[config.mk]
export PLATFORM = sky130hd
export DESIGN_NAME = flash_program_erase_sequencer_front
export DESIGN_NICKNAME = d
export VERILOG_FILES = /design/src/flash_seq_pkg.sv /design/src/flash_program_erase_sequencer_front.sv
export SDC_FILE = /design/constraint.sdc
export NUM_CORES = 2
export LEC_CHECK = 0
export BUFFER_PORTS_ARGS = -buffer_cell sky130_fd_sc_hd__buf_2
export CORE_MARGIN = 2
export CORE_UTILIZATION = 40
export CTS_CLUSTER_DIAMETER = 200
export DETAILED_ROUTE_END_ITERATION = 7
export GPL_TIMING_DRIVEN = 0
export SYNTH_ARGS = -nofsm -noshare
export SYNTH_HDL_FRONTEND = slang
export SYNTH_SLANG_ARGS = --single-unit
[constraint.sdc]
create_clock -name mclk_i -period 3.42 [get_ports mclk_i]
set_input_delay 0.342 -clock mclk_i [delete_from_list [all_inputs] [get_ports mclk_i]]
set_output_delay 0.342 -clock mclk_i [all_outputs]
set_load 0.03 [all_outputs]
[src/flash_seq_pkg.sv]
// Shared constants and types for the flash sequencer front end
package flash_seq_pkg;

  // ------------------------------------------------------------
  // Address map
  // ------------------------------------------------------------
  localparam logic [31:0] CMD_WIN_BASE = 32'h007e_0000;
  localparam logic [31:0] CMD_WIN_LAST = 32'h007e_0003;
  localparam logic [31:0] OPT_BASE = 32'hfe7f_5d00;
  localparam logic [31:0] OPT_LAST = 32'hfe7f_5d7f;
  localparam int OPT_WORDS = 32;
  localparam logic [23:0] REG_PAGE = 24'h007f_e0;

  localparam logic [31:0] PROT_ADDR = 32'h0008_c296;
  localparam logic [31:0] ACC_STAT_ADDR = 32'h007f_e010;
  localparam logic [31:0] ERR_IE_ADDR = 32'h007f_e014;
  localparam logic [31:0] RDY_IE_ADDR = 32'h007f_e018;
  localparam logic [31:0] START_ADDR_ADDR = 32'h007f_e030;
  localparam logic [31:0] END_ADDR_ADDR = 32'h007f_e034;
  localparam logic [31:0] SEQ_STAT_ADDR = 32'h007f_e080;
  localparam logic [31:0] ENTRY_ADDR = 32'h007f_e084;
  localparam logic [31:0] SUINIT_ADDR = 32'h007f_e08c;
  localparam logic [31:0] CMD_CODE_ADDR = 32'h007f_e0a0;
  localparam logic [31:0] BC_CTRL_ADDR = 32'h007f_e0d0;
  localparam logic [31:0] BC_RES_ADDR = 32'h007f_e0d4;
  localparam logic [31:0] PSADDR_ADDR = 32'h007f_e0d8;
  localparam logic [31:0] WIN_MON_ADDR = 32'h007f_e0dc;
  localparam logic [31:0] PSW_ADDR = 32'h007f_e0e0;
  localparam logic [31:0] PCK_ADDR = 32'h007f_e0e4;
  localparam logic [31:0] SUACR_ADDR = 32'h007f_e0e8;

  // ------------------------------------------------------------
  // Fields and reset values
  // ------------------------------------------------------------
  localparam logic [1:0] PE_ENABLE_CODE = 2'b01;
  localparam logic [1:0] PROT_RST = 2'b00;
  localparam int CODE_AREA_VIOLATION_FLAG_BIT = 7;
  localparam int LOCK_BIT = 4;
  localparam int DATA_AREA_VIOLATION_FLAG_BIT = 3;
  localparam int RDY_IE_BIT = 0;
  localparam logic [7:0] ERR_IE_MASK = 8'h98;
  localparam logic [7:0] STATUS_CLEAR_CODE = 8'h5c;
  localparam logic [7:0] FORCED_STOP_CODE = 8'hc5;

  // ------------------------------------------------------------
  // Access timing, in cycles of mclk_i
  // ------------------------------------------------------------
  localparam logic [3:0] REG_ACC_CYC = 4'h2;
  localparam logic [3:0] PROT_ACC_CYC = 4'h4;

  // ------------------------------------------------------------
  // Types
  // ------------------------------------------------------------
  typedef enum logic [1:0] {
    SZ8 = 2'b00,
    SZ16 = 2'b01,
    SZ32 = 2'b10
  } size_t;

  typedef enum logic [1:0] {
    PH_IDLE = 2'b00,
    PH_WAIT = 2'b01,
    PH_DONE = 2'b11
  } phase_t;

  typedef struct packed {
    logic we;
    size_t size;
    logic [31:0] addr;
    logic [31:0] wdata;
  } bus_req_t;

  typedef struct packed {
    phase_t ph;
    logic [3:0] cnt;
    bus_req_t req;
    logic [31:0] rdata;
    logic [1:0] prot;
    logic code_area_violation_flag;
    logic data_area_violation_flag;
    logic lock;
    logic cf_seen;
    logic df_seen;
    logic [7:0] err_ie;
    logic rdy_ie;
    logic [31:0] saddr;
    logic [31:0] eaddr;
    logic [15:0] entry;
    logic [15:0] suinit;
    logic [15:0] cmd_last;
    logic [7:0] bccnt;
    logic [15:0] cpsr;
    logic [15:0] pckar;
    logic [15:0] suacr;
    logic cmd_v;
    logic [15:0] cmd_d;
    logic rdy_irq;
    logic [OPT_WORDS-1:0][31:0] opt;
  } seq_state_t;

endpackage : flash_seq_pkg
[src/flash_program_erase_sequencer_front.sv]
// Command interface front end of the flash program/erase sequencer
//
// Overview of operation
// RQ1: Command interface takes bus commands and steers the flash control unit.
// RQ2: Four-byte command window at 007E0000h is decoded.
// RQ3: 128-byte option area FE7F5D00h to FE7F5D7Fh is provided.
// RQ4: Sequencer register accesses finish in two to four clock cycles.
// RQ5: Protect register accesses finish in four to five cycles, eight bits.
// RQ6: End address, blank check and program start registers only on large flash.
// RQ7: Program, erase, blank check allowed only while the enable field holds 01.
// RQ8: Protect register bits seven to two read zero; software writes zero.
// RQ9: Protect register returns to zero on every reset and standby entry.
// RQ10: Software leaves undiscussed registers at their reset values.
// RQ11: Access violation locks commands until status clear or forced stop.
// RQ12: Ready interrupt pulses on command completion when enabled.
// RQ13: Writes into the command window become commands, not stored memory.
`timescale 1ns/1ps
module flash_program_erase_sequencer_front #(
  parameter bit LARGE_FLASH = 1'b1,
  parameter logic [3:0] REG_WAIT = flash_seq_pkg::REG_ACC_CYC,
  parameter logic [3:0] PROT_WAIT = flash_seq_pkg::PROT_ACC_CYC
) (
  input wire logic mclk_i, // System clock
  input wire logic rst_i, // Synchronous reset, all reset sources
  input wire logic bus_valid_i, // Request strobe, held until after the acknowledge
  input wire flash_seq_pkg::bus_req_t bus_i, // Request fields
  output logic bus_ack_o, // Access complete
  output logic [31:0] bus_rdata_o, // Read data, right-justified
  output logic cmd_valid_o, // Command pulse to control unit
  output logic [15:0] cmd_data_o, // Command code or operand
  output logic pe_enable_o, // Program/erase permitted
  output logic blank_enable_o, // Blank check permitted
  output logic [31:0] start_addr_o, // Command start address
  output logic [31:0] end_addr_o, // Command end address
  output logic [15:0] mode_entry_o, // P/E mode entry value
  input wire logic [31:0] fcu_status_i, // Control unit status word
  input wire logic [7:0] blank_result_i, // Blank check result
  input wire logic [31:0] prog_addr_i, // Programming start address
  input wire logic [31:0] window_mon_i, // Access window monitor
  input wire logic fcu_done_i, // Command completed pulse
  input wire logic code_area_violation_flag_i, // Code area violation
  input wire logic data_area_violation_flag_i, // Data area violation
  input wire logic standby_entry_i, // Standby entry pulse
  output logic ready_interrupt_o, // Ready interrupt pulse
  output logic command_lock_flag_o // Command-locked state
);
  import flash_seq_pkg::*;

  seq_state_t r;
  seq_state_t n;

  // ------------------------------------------------------------
  // Parameter checks
  // ------------------------------------------------------------
  if (REG_WAIT < 4'h2 || REG_WAIT > 4'h4) begin : g_bad_reg
    $error("REG_WAIT must lie in 2..4");
  end
  if (PROT_WAIT < 4'h4 || PROT_WAIT > 4'h5) begin : g_bad_prot
    $error("PROT_WAIT must lie in 4..5");
  end

  // ------------------------------------------------------------
  // Decode helpers
  // ------------------------------------------------------------
  logic take;
  logic last_cyc;
  logic in_win;
  logic in_opt;
  logic clr_code;
  logic clr_cmd;
  logic rdy_cause;
  logic [4:0] opt_idx;
  logic [4:0] opt_shift;

  assign take = (r.ph == PH_IDLE) && bus_valid_i;
  assign last_cyc = (r.ph == PH_WAIT) && (r.cnt == 4'h1);
  // RQ2 window decode
  assign in_win = (r.req.addr >= CMD_WIN_BASE) &&
                  (r.req.addr <= CMD_WIN_LAST);
  // RQ3 option area decode
  assign in_opt = (r.req.addr >= OPT_BASE) && (r.req.addr <= OPT_LAST);
  assign clr_code = (r.req.wdata[7:0] == STATUS_CLEAR_CODE) ||
                    (r.req.wdata[7:0] == FORCED_STOP_CODE);
  assign clr_cmd = last_cyc && r.req.we && in_win && clr_code;
  assign rdy_cause = fcu_done_i && r.rdy_ie;
  assign opt_idx = r.req.addr[6:2];
  assign opt_shift = {r.req.addr[1:0], 3'b000};

  // ------------------------------------------------------------
  // Next state
  // ------------------------------------------------------------
  always_comb begin
    logic [31:0] rd;
    logic [31:0] w;
    rd = 32'h0000_0000;
    w = r.req.wdata;
    n = r;
    n.cmd_v = 1'b0;
    // RQ12 ready pulse
    n.rdy_irq = rdy_cause;
    unique case (r.ph)
      PH_IDLE: begin
        if (bus_valid_i) begin
          n.req = bus_i;
          n.ph = PH_WAIT;
          // RQ4 RQ5 access timing
          n.cnt = (bus_i.addr == PROT_ADDR) ? PROT_WAIT - 4'h1 :
                                              REG_WAIT - 4'h1;
        end
      end
      PH_WAIT: begin
        if (r.cnt == 4'h1) begin
          n.ph = PH_DONE;
          if (in_win) begin
            // RQ13 forward to control unit
            if (r.req.we && (!r.lock || clr_code)) begin
              n.cmd_v = 1'b1;
              n.cmd_d = w[15:0];
              n.cmd_last = w[15:0];
            end
            // RQ11 unlock on clear or stop
            if (r.req.we && clr_code) begin
              n.code_area_violation_flag = 1'b0;
              n.data_area_violation_flag = 1'b0;
              n.lock = 1'b0;
              n.cf_seen = 1'b0;
              n.df_seen = 1'b0;
            end
          end else if (in_opt) begin
            rd = r.opt[opt_idx] >> opt_shift;
            if (r.req.we) begin
              for (int b = 0; b < 4; b++) begin
                if (r.req.size == SZ32) begin
                  n.opt[opt_idx][8*b +: 8] = w[8*b +: 8];
                end else if (r.req.size == SZ16 &&
                             r.req.addr[1] == b[1]) begin
                  n.opt[opt_idx][8*b +: 8] = w[8*b[0] +: 8];
                end else if (r.req.size == SZ8 &&
                             r.req.addr[1:0] == b[1:0]) begin
                  n.opt[opt_idx][8*b +: 8] = w[7:0];
                end
              end
            end
          end else begin
            unique case (r.req.addr)
              PROT_ADDR: begin
                // RQ8 upper bits read zero
                rd = {30'h0, r.prot};
                if (r.req.we) n.prot = w[1:0];
              end
              ACC_STAT_ADDR: begin
                rd[CODE_AREA_VIOLATION_FLAG_BIT] = r.code_area_violation_flag;
                rd[LOCK_BIT] = r.lock;
                rd[DATA_AREA_VIOLATION_FLAG_BIT] = r.data_area_violation_flag && LARGE_FLASH;
                if (r.req.we) begin
                  if (!w[CODE_AREA_VIOLATION_FLAG_BIT] && r.cf_seen) begin
                    n.code_area_violation_flag = 1'b0;
                    n.cf_seen = 1'b0;
                  end
                  if (!w[DATA_AREA_VIOLATION_FLAG_BIT] && r.df_seen) begin
                    n.data_area_violation_flag = 1'b0;
                    n.df_seen = 1'b0;
                  end
                end else begin
                  // Clear is armed only once a 1 was seen
                  n.cf_seen = r.cf_seen || r.code_area_violation_flag;
                  n.df_seen = r.df_seen || r.data_area_violation_flag;
                end
              end
              ERR_IE_ADDR: begin
                rd[7:0] = r.err_ie;
                if (!LARGE_FLASH) begin
                  rd[DATA_AREA_VIOLATION_FLAG_BIT] = 1'b1;
                end
                if (r.req.we) n.err_ie = w[7:0] & ERR_IE_MASK;
              end
              RDY_IE_ADDR: begin
                rd[RDY_IE_BIT] = r.rdy_ie;
                if (r.req.we) n.rdy_ie = w[RDY_IE_BIT];
              end
              START_ADDR_ADDR: begin
                rd = r.saddr;
                if (r.req.we) n.saddr = w;
              end
              // RQ6 large-flash-only registers
              END_ADDR_ADDR: begin
                if (LARGE_FLASH) begin
                  rd = r.eaddr;
                  if (r.req.we) n.eaddr = w;
                end
              end
              BC_CTRL_ADDR: begin
                if (LARGE_FLASH) begin
                  rd[7:0] = r.bccnt;
                  if (r.req.we) n.bccnt = w[7:0];
                end
              end
              BC_RES_ADDR: begin
                if (LARGE_FLASH) rd[7:0] = blank_result_i;
              end
              PSADDR_ADDR: begin
                if (LARGE_FLASH) rd = prog_addr_i;
              end
              SEQ_STAT_ADDR: begin
                rd = fcu_status_i;
              end
              ENTRY_ADDR: begin
                rd[15:0] = r.entry;
                if (r.req.we) n.entry = w[15:0];
              end
              SUINIT_ADDR: begin
                rd[15:0] = r.suinit;
                if (r.req.we) n.suinit = w[15:0];
              end
              CMD_CODE_ADDR: begin
                rd[15:0] = r.cmd_last;
              end
              WIN_MON_ADDR: begin
                rd = window_mon_i;
              end
              PSW_ADDR: begin
                rd[15:0] = r.cpsr;
                if (r.req.we) n.cpsr = w[15:0];
              end
              PCK_ADDR: begin
                rd[15:0] = r.pckar;
                if (r.req.we) n.pckar = w[15:0];
              end
              SUACR_ADDR: begin
                rd[15:0] = r.suacr;
                if (r.req.we) n.suacr = w[15:0];
              end
              default: rd = 32'h0000_0000;
            endcase
          end
          n.rdata = rd;
        end else begin
          n.cnt = r.cnt - 4'h1;
        end
      end
      PH_DONE: n.ph = PH_IDLE;
      default: n.ph = PH_IDLE;
    endcase
    // RQ11 violation sets win over clears
    if (code_area_violation_flag_i) begin
      n.code_area_violation_flag = 1'b1;
      n.lock = 1'b1;
    end
    if (data_area_violation_flag_i && LARGE_FLASH) begin
      n.data_area_violation_flag = 1'b1;
      n.lock = 1'b1;
    end
    // RQ9 standby returns protect field to zero
    if (standby_entry_i) n.prot = PROT_RST;
  end

  // RQ9 reset covers every reset source
  always_ff @(posedge mclk_i) begin
    if (rst_i) begin
      r <= '0;
    end else begin
      r <= n;
    end
  end

  // ------------------------------------------------------------
  // Outputs
  // ------------------------------------------------------------
  assign bus_ack_o = (r.ph == PH_DONE);
  assign bus_rdata_o = r.rdata;
  // RQ1 steering of the control unit
  assign cmd_valid_o = r.cmd_v;
  assign cmd_data_o = r.cmd_d;
  // RQ7 only code 01 enables
  assign pe_enable_o = (r.prot == PE_ENABLE_CODE);
  assign blank_enable_o = LARGE_FLASH && (r.prot == PE_ENABLE_CODE);
  assign start_addr_o = r.saddr;
  assign end_addr_o = r.eaddr;
  assign mode_entry_o = r.entry;
  assign ready_interrupt_o = r.rdy_irq;
  assign command_lock_flag_o = r.lock;

  // ------------------------------------------------------------
  // Assertions
  // ------------------------------------------------------------
  property p_prot_lat;
    @(posedge mclk_i) disable iff (rst_i)
    take && (bus_i.addr == PROT_ADDR) |=> !bus_ack_o [*3] ##1 bus_ack_o;
  endproperty
  a_prot_lat: assert property (p_prot_lat) // RQ5
    else $error("protect access not answered in four cycles");

  property p_reg_lat;
    @(posedge mclk_i) disable iff (rst_i)
    take && (bus_i.addr[31:8] == REG_PAGE) |=> !bus_ack_o ##1 bus_ack_o;
  endproperty
  a_reg_lat: assert property (p_reg_lat) // RQ4
    else $error("register access not answered in two cycles");

  property p_pe_code;
    @(posedge mclk_i) disable iff (rst_i)
    bus_ack_o && r.req.we && (r.req.addr == PROT_ADDR) &&
      !$past(standby_entry_i) |->
      (pe_enable_o == (r.req.wdata[1:0] == 2'b01));
  endproperty
  a_pe_code: assert property (p_pe_code) // RQ7
    else $error("enable output does not follow written code");

  property p_prot_rsvd;
    @(posedge mclk_i) disable iff (rst_i)
    bus_ack_o && !r.req.we && (r.req.addr == PROT_ADDR) |->
      (bus_rdata_o[31:2] == 30'h0);
  endproperty
  a_prot_rsvd: assert property (p_prot_rsvd) // RQ8
    else $error("protect reserved bits not zero");

  property p_standby;
    @(posedge mclk_i) disable iff (rst_i)
    standby_entry_i |=> !pe_enable_o && !blank_enable_o;
  endproperty
  a_standby: assert property (p_standby) // RQ9
    else $error("standby entry left programming enabled");

  property p_lock_set;
    @(posedge mclk_i) disable iff (rst_i)
    code_area_violation_flag_i |=> command_lock_flag_o;
  endproperty
  a_lock_set: assert property (p_lock_set) // RQ11
    else $error("violation did not lock commands");

  property p_lock_hold;
    @(posedge mclk_i) disable iff (rst_i)
    command_lock_flag_o && !clr_cmd |=> command_lock_flag_o;
  endproperty
  a_lock_hold: assert property (p_lock_hold) // RQ11
    else $error("lock released without clear command");

  property p_rdy;
    @(posedge mclk_i) disable iff (rst_i)
    1'b1 |=> (ready_interrupt_o == $past(rdy_cause));
  endproperty
  a_rdy: assert property (p_rdy) // RQ12
    else $error("ready interrupt does not match completion");

  property p_win_fwd;
    @(posedge mclk_i) disable iff (rst_i)
    bus_ack_o && r.req.we && in_win && !$past(r.lock) |-> cmd_valid_o &&
      (cmd_data_o == r.req.wdata[15:0]);
  endproperty
  a_win_fwd: assert property (p_win_fwd) // RQ13
    else $error("window write not forwarded as command");

  property p_small_var;
    @(posedge mclk_i) disable iff (rst_i)
    bus_ack_o && !LARGE_FLASH && (r.req.addr == END_ADDR_ADDR) |->
      (bus_rdata_o == 32'h0000_0000);
  endproperty
  a_small_var: assert property (p_small_var) // RQ6
    else $error("absent register returned data");

endmodule : flash_program_erase_sequencer_front

After elaboration in Yosys (flattened, before gate mapping)
Index checks and enable logic that the tools add are counted.
- input bits: 178
- bits in registers: 1310
- bits in latches: 0
- memory bits (writable): 0
- output and inout port bits: 134
- memories: 0
- memory bits (read-only): 0
- word-level logic and storage cells: 281
- reductions and logical operators: 64
- add/subtract/negate cells: 1
- div/mod/pow operators: 0
- multiply operators: 0
- mux-type cells: 106
- equal/unequal tests: 40
- bitwise gates (word level): 5
- magnitude comparators: 6
- shift operators: 1
- operator list (kind ; count):
    two-way mux 1024 bit ; 27
    bitwise mux 1024 bit ; 8
    demux 32 bit (select 5 bit) ; 4
    equality test 32 x 23 -> 1 bit, second input constant ; 16
    two-way mux 199 bit ; 2
    two-way mux 32 bit ; 8
    two-way mux 16 bit ; 13
    binary-select mux 32 bit (select 5 bit) ; 1
    two-way mux 56 bit ; 2
    two-way mux 107 bit ; 1
    two-way mux 105 bit ; 1
    case mux 8 bit (11 select lines) ; 1
    case mux 16 bit (5 select lines) ; 1
    AND reduction 6 bit ; 13
    two-way mux 73 bit ; 1
    equality test 32 x 20 -> 1 bit, second input constant ; 2
    two-way mux 8 bit ; 5
    two-way mux 17 bit ; 2
    greater-or-equal comparator 32 x 23 -> 1 bit, second input constant ; 1
    greater-or-equal comparator 32 bit, second input constant ; 1
    less-or-equal comparator 32 x 23 -> 1 bit, second input constant ; 1
    less-or-equal comparator 32 bit, second input constant ; 1
    >> shifter 32 x 5 -> 32 bit ; 1
    case mux 1 bit (15 select lines) ; 2
    37 further kinds ; 108

Logic depth before layout (Yosys ltp)
- word-level depth: 35
- mapped depth: 14

Least setup slack after synthesis
No wires, ideal clock.
- path type: register to register
- start point: register r[1326] in the netlist's numbering
- end point: register r[172] in the netlist's numbering
- setup slack: 0.690 ns
- clock period less this slack: 2.730 ns
- arrival time: 2.598 ns
- data required time: 3.288 ns
- cell stages (with the launch flop): 14
- path through: dfxtp_1 > inv_1 > ha_1 > nor3b_1 > and3b_1 > buf_2 > nand2_1 > a2111o_1 > buf_2 > buf_2 > buf_6 > buf_1 > o21ai_1 > a21oi_1
- longest elaborated chain between the ends: 2
- ends and longest elaborated chain (element ; line ; text):
    start, declared ; flash_program_erase_sequencer_front.sv:49 ; seq_state_t r;
    start signal, assigned ; flash_program_erase_sequencer_front.sv:262 ; r <= n;
    equality test 4 x 1 -> 1 bit ; flash_program_erase_sequencer_front.sv:112 ; if (r.cnt == 4'h1) begin
    AND reduction 5 bit (no line) ; - ;
Every way passes these cells.
A chain may end at the register's enable or synchronous reset.

==> results.txt <==
The flow ran to the end, but the final reports show violations. The final reports fail on DRC, capacitance limit, slew limit, setup timing. The violation count after the first detailed-routing iteration came out at 11900.

By count the netlist is led by 1461 x sky130_fd_sc_hd__nand2_1, 1310 x sky130_fd_sc_hd__dfxtp_1, 974 x sky130_fd_sc_hd__a21oi_1. The worst clock skew came out at 32.5 ps. The number of port buffers is 310. In this run the remaining antenna-violating nets after routing total 0. The minimum hold slack came out at 35.7 ps.

The final worst-path setup slack came out at -276 ps. The initial antenna violation count came to 34. The routed via count came out at 70000. Derived from the worst setup path, the maximum achievable clock frequency is 0.271 GHz.

The combinational share of power is 11.6%. Internal power comes to 26100 uW. The analysis attributes to cell leakage a power of 0.0266 uW. By area the synthesized netlist is led by sky130_fd_sc_hd__dfxtp_1 41%, sky130_fd_sc_hd__nand2_1 8.5%, sky130_fd_sc_hd__mux2i_1 7.7%. The first global-routing pass estimated 500 mm of wire. The final clock period utilization by the worst path is 108%. The maximum vdd drop is 0.541 mV. TritonCTS built the clock tree. The total iterations of the first detailed-routing run came out at 8.

The cell area reported after detailed placement is 68400 um2. The core region is 159000 um2. The remaining global-route overflow is 0. The summed instance area of the synthesized netlist came out at 64200 um2. Cells with a size suffix above 1 make up 18.3% of the layout. The worst setup path is launched from a flip-flop.

The via count of the first global-routing pass is 63200. The class of the tightest hold or removal check is input pin to flip-flop. The clock transition at the register clock pins on the worst setup and hold paths after CTS came out at 60 ps. The number of instances in the synthesized netlist is 7664.

The number of top-level pins came out at 312. The worst endpoint required time came out at 4150 ps. The number of nets at the end of the flow came out at 8493. After floorplanning, the core was divided into 146 placement rows. The synthesized design spends more area on one cell type than any other, namely sky130_fd_sc_hd__dfxtp_1. The post-detailed-route via-to-cell ratio is 6.65.

The switching share of power came out at 28.6%. The synthesized design devotes to its leading area cell type 40.9% of total area. The data arrival time of the worst path came out at 4430 ps. In this run, synthesis produced a sequential element count of 1310. The total clock buffers created by CTS is 151. For this design the total switching power over the nets is 10400 uW. Among all cell types in the netlist, the one instantiated most often is sky130_fd_sc_hd__nand2_1. The max-slew violation count is 16. The final period demand of the worst path came out at 3700 ps. The mean routed wirelength per cell came out at 35.0 um. The post-synth net total came out at 7844. The power after layout came out at 36500 uW.

The share of total power dissipated in the clock network is 46.0%. The area of all sequential standard cells came out at 26200 um2. The floorplan step defined a die boundary enclosing 164000 um2. The sum of negative setup slack came out at -8810 ps. The number of violations of the max-capacitance limit is 1. The area of all placed cells without fillers came out at 77500 um2.

Global routing used 43.2% of the available tracks. The multi-input combinational cells in the finished layout cover a total of 34900 um2. CTS built an H-tree with a depth of 4.

The average instance in the mapped netlist occupies 8.37 um2. Setup repair after global routing could not meet its margin everywhere. Fill cells in the final layout number 15300. For this run, design rule violations remaining after detail routing come to 2. In this run the clock root is driven by a sky130_fd_sc_hd__clkbuf_16. Summed over all nets, the half-perimeter wirelength after detailed placement is 267 mm. The portion of total power attributed to sequential cells is 42.4%. In this run the deepest clock path goes through 3 buffers. The critical path is of the flip-flop to flip-flop type. Power spread over the standard cell area amounts to 471 nW/um2.

The final weighted congestion in routability-driven placement came out at 1.11. The number of hold violations in the final report came out at 0. The vertical extent of the die came out at 405 um.

The normalized max-slew margin is -4.31%. The count of unique library cells instantiated by Yosys is 85. For this run, the number of Yosys warnings is 0.

The effective utilization at floorplan came out at 40.4%. The most used flip-flop cell after synthesis is sky130_fd_sc_hd__dfxtp_1. Along the worst path, the maximum fanout reaches 11. The clock insertion delay at the later pin of the skew report came out at 830 ps. Entering global routing, the biggest net connects 17 pins. The count of flip-flops with a built-in enable after synthesis came out at 0. Summed over all layers, the routed wires come to 368 mm. The total of endpoints with negative setup slack in the final report is 136. The share of async-settable or async-resettable flops after synthesis came out at 0%. The area added between synthesis and finish is 20.8%. The endpoint type of the worst setup path is a flip-flop. The sink count of the clock tree is 1310. The die is 405 um wide. For the pin with the worst max-slew slack, the measured transition is 1560 ps. The sequential fraction of the synthesis area is 40.9%.
stage by stage:
step	setup WS (ps)	instances	utilization, %
floorplan	690	7664	-
global placement	-3050	10000	43.0
detailed placement	-3010	10100	43.0
CTS	-94.8	10500	48.1
global route	-37.2	10500	48.7
finish	-276	10500	48.8
power groups by stage:
stage	logic, uW	clock network [uW]	registers, uW
global route	4110	17300	15500
finish	4230	16800	15500
global placement	3420	0	15800
CTS	3800	16700	15500
detailed placement	3430	0	15800
floorplan	1600	0	15700
state kept, by name, summed over array words and instances (netlist names):
register / cells
r: 1172
bus_rdata_o: 32
end_addr_o: 32
start_addr_o: 32
cmd_data_o: 16
mode_entry_o: 16
opt_idx: 5
opt_shift: 2
cmd_valid_o: 1
command_lock_flag_o: 1
ready_interrupt_o: 1
worst max-delay path, cell delays in order, from the launching register on:
cell	delay, ps
sky130_fd_sc_hd__dfxtp_1	310
sky130_fd_sc_hd__clkbuf_1	550
sky130_fd_sc_hd__buf_1	910
sky130_fd_sc_hd__clkbuf_2	710
sky130_fd_sc_hd__clkdlybuf4s15_2	770
sky130_fd_sc_hd__nand2_1	120
sky130_fd_sc_hd__a21oi_1	180
metal layers:
| metal | vias to the layer above | part of all wire [%] | track usage (%) |
|---|---|---|---|
| li1 | 28700 | - | - |
| met1 | 33800 | 36 | 54.0 |
| met2 | 5893 | 40 | 60.0 |
| met3 | 1578 | 14 | 15.4 |
| met4 | 34 | 9.5 | 34.1 |
| met5 | - | 0.055 | 0 |
what timing repair did:
action,4_1_cts,5_1_grt
buffers inserted,34,49
resized for setup,451,173
pin swaps,19,21
hold buffers,102,0
endpoints found under the setup margin,1223,799
hold endpoints to repair,87,0
cell type report:
type,count,area share (%)
antenna,16,0.0517
buffer,865,6.75
clock buffer,240,6.01
clock inverter,38,0.476
inverter,19,0.0985
multi-input combinational,5462,45.0
sequential,1310,33.8
tap,2072,3.35
timing repair buffer,504,4.41
cells by family after synthesis:
group / count (synthesis) / synth area share (%)
buffers and inverters: 892 / 6.54
adder cells (fa/ha/maj): 2 / 0.0390
AND/OR/NAND/NOR: 2309 / 15.7
AO/OA/AOI/OAI: 2450 / 22.5
flip-flops: 1310 / 40.9
XOR/XNOR: 2 / 0.0273
multiplexers: 699 / 14.3
cells in the final DEF, fill, tap and decap left out, types with 272 or more instances in the layout:
master / count
sky130_fd_sc_hd__mux2i_1: 471
sky130_fd_sc_hd__nor2_1: 430
sky130_fd_sc_hd__a21oi_1: 969
sky130_fd_sc_hd__clkbuf_1: 493
sky130_fd_sc_hd__o21ai_0: 545
sky130_fd_sc_hd__o22ai_1: 272
sky130_fd_sc_hd__buf_2: 394
sky130_fd_sc_hd__dfxtp_1: 1309
sky130_fd_sc_hd__a211oi_1: 282
sky130_fd_sc_hd__nand2_1: 1436
path summary, 6_finish.rpt:
kind,endpoint,start,slack (ps),depth (start not counted)
setup / recovery,r[1058]$_SDFFE_PP0P_,r[1258]$_SDFFE_PP0P_,-280,6
hold / removal,bus_rdata_o[23]$_SDFFE_PP0P_,prog_addr_i[23],40,3
hold reg to reg,r[1127]$_SDFFE_PP0P_,r[1127]$_SDFFE_PP0P_,450,2
setup reg to reg,r[1058]$_SDFFE_PP0P_,r[1258]$_SDFFE_PP0P_,-280,6
(Power assumes the default switching activity.)
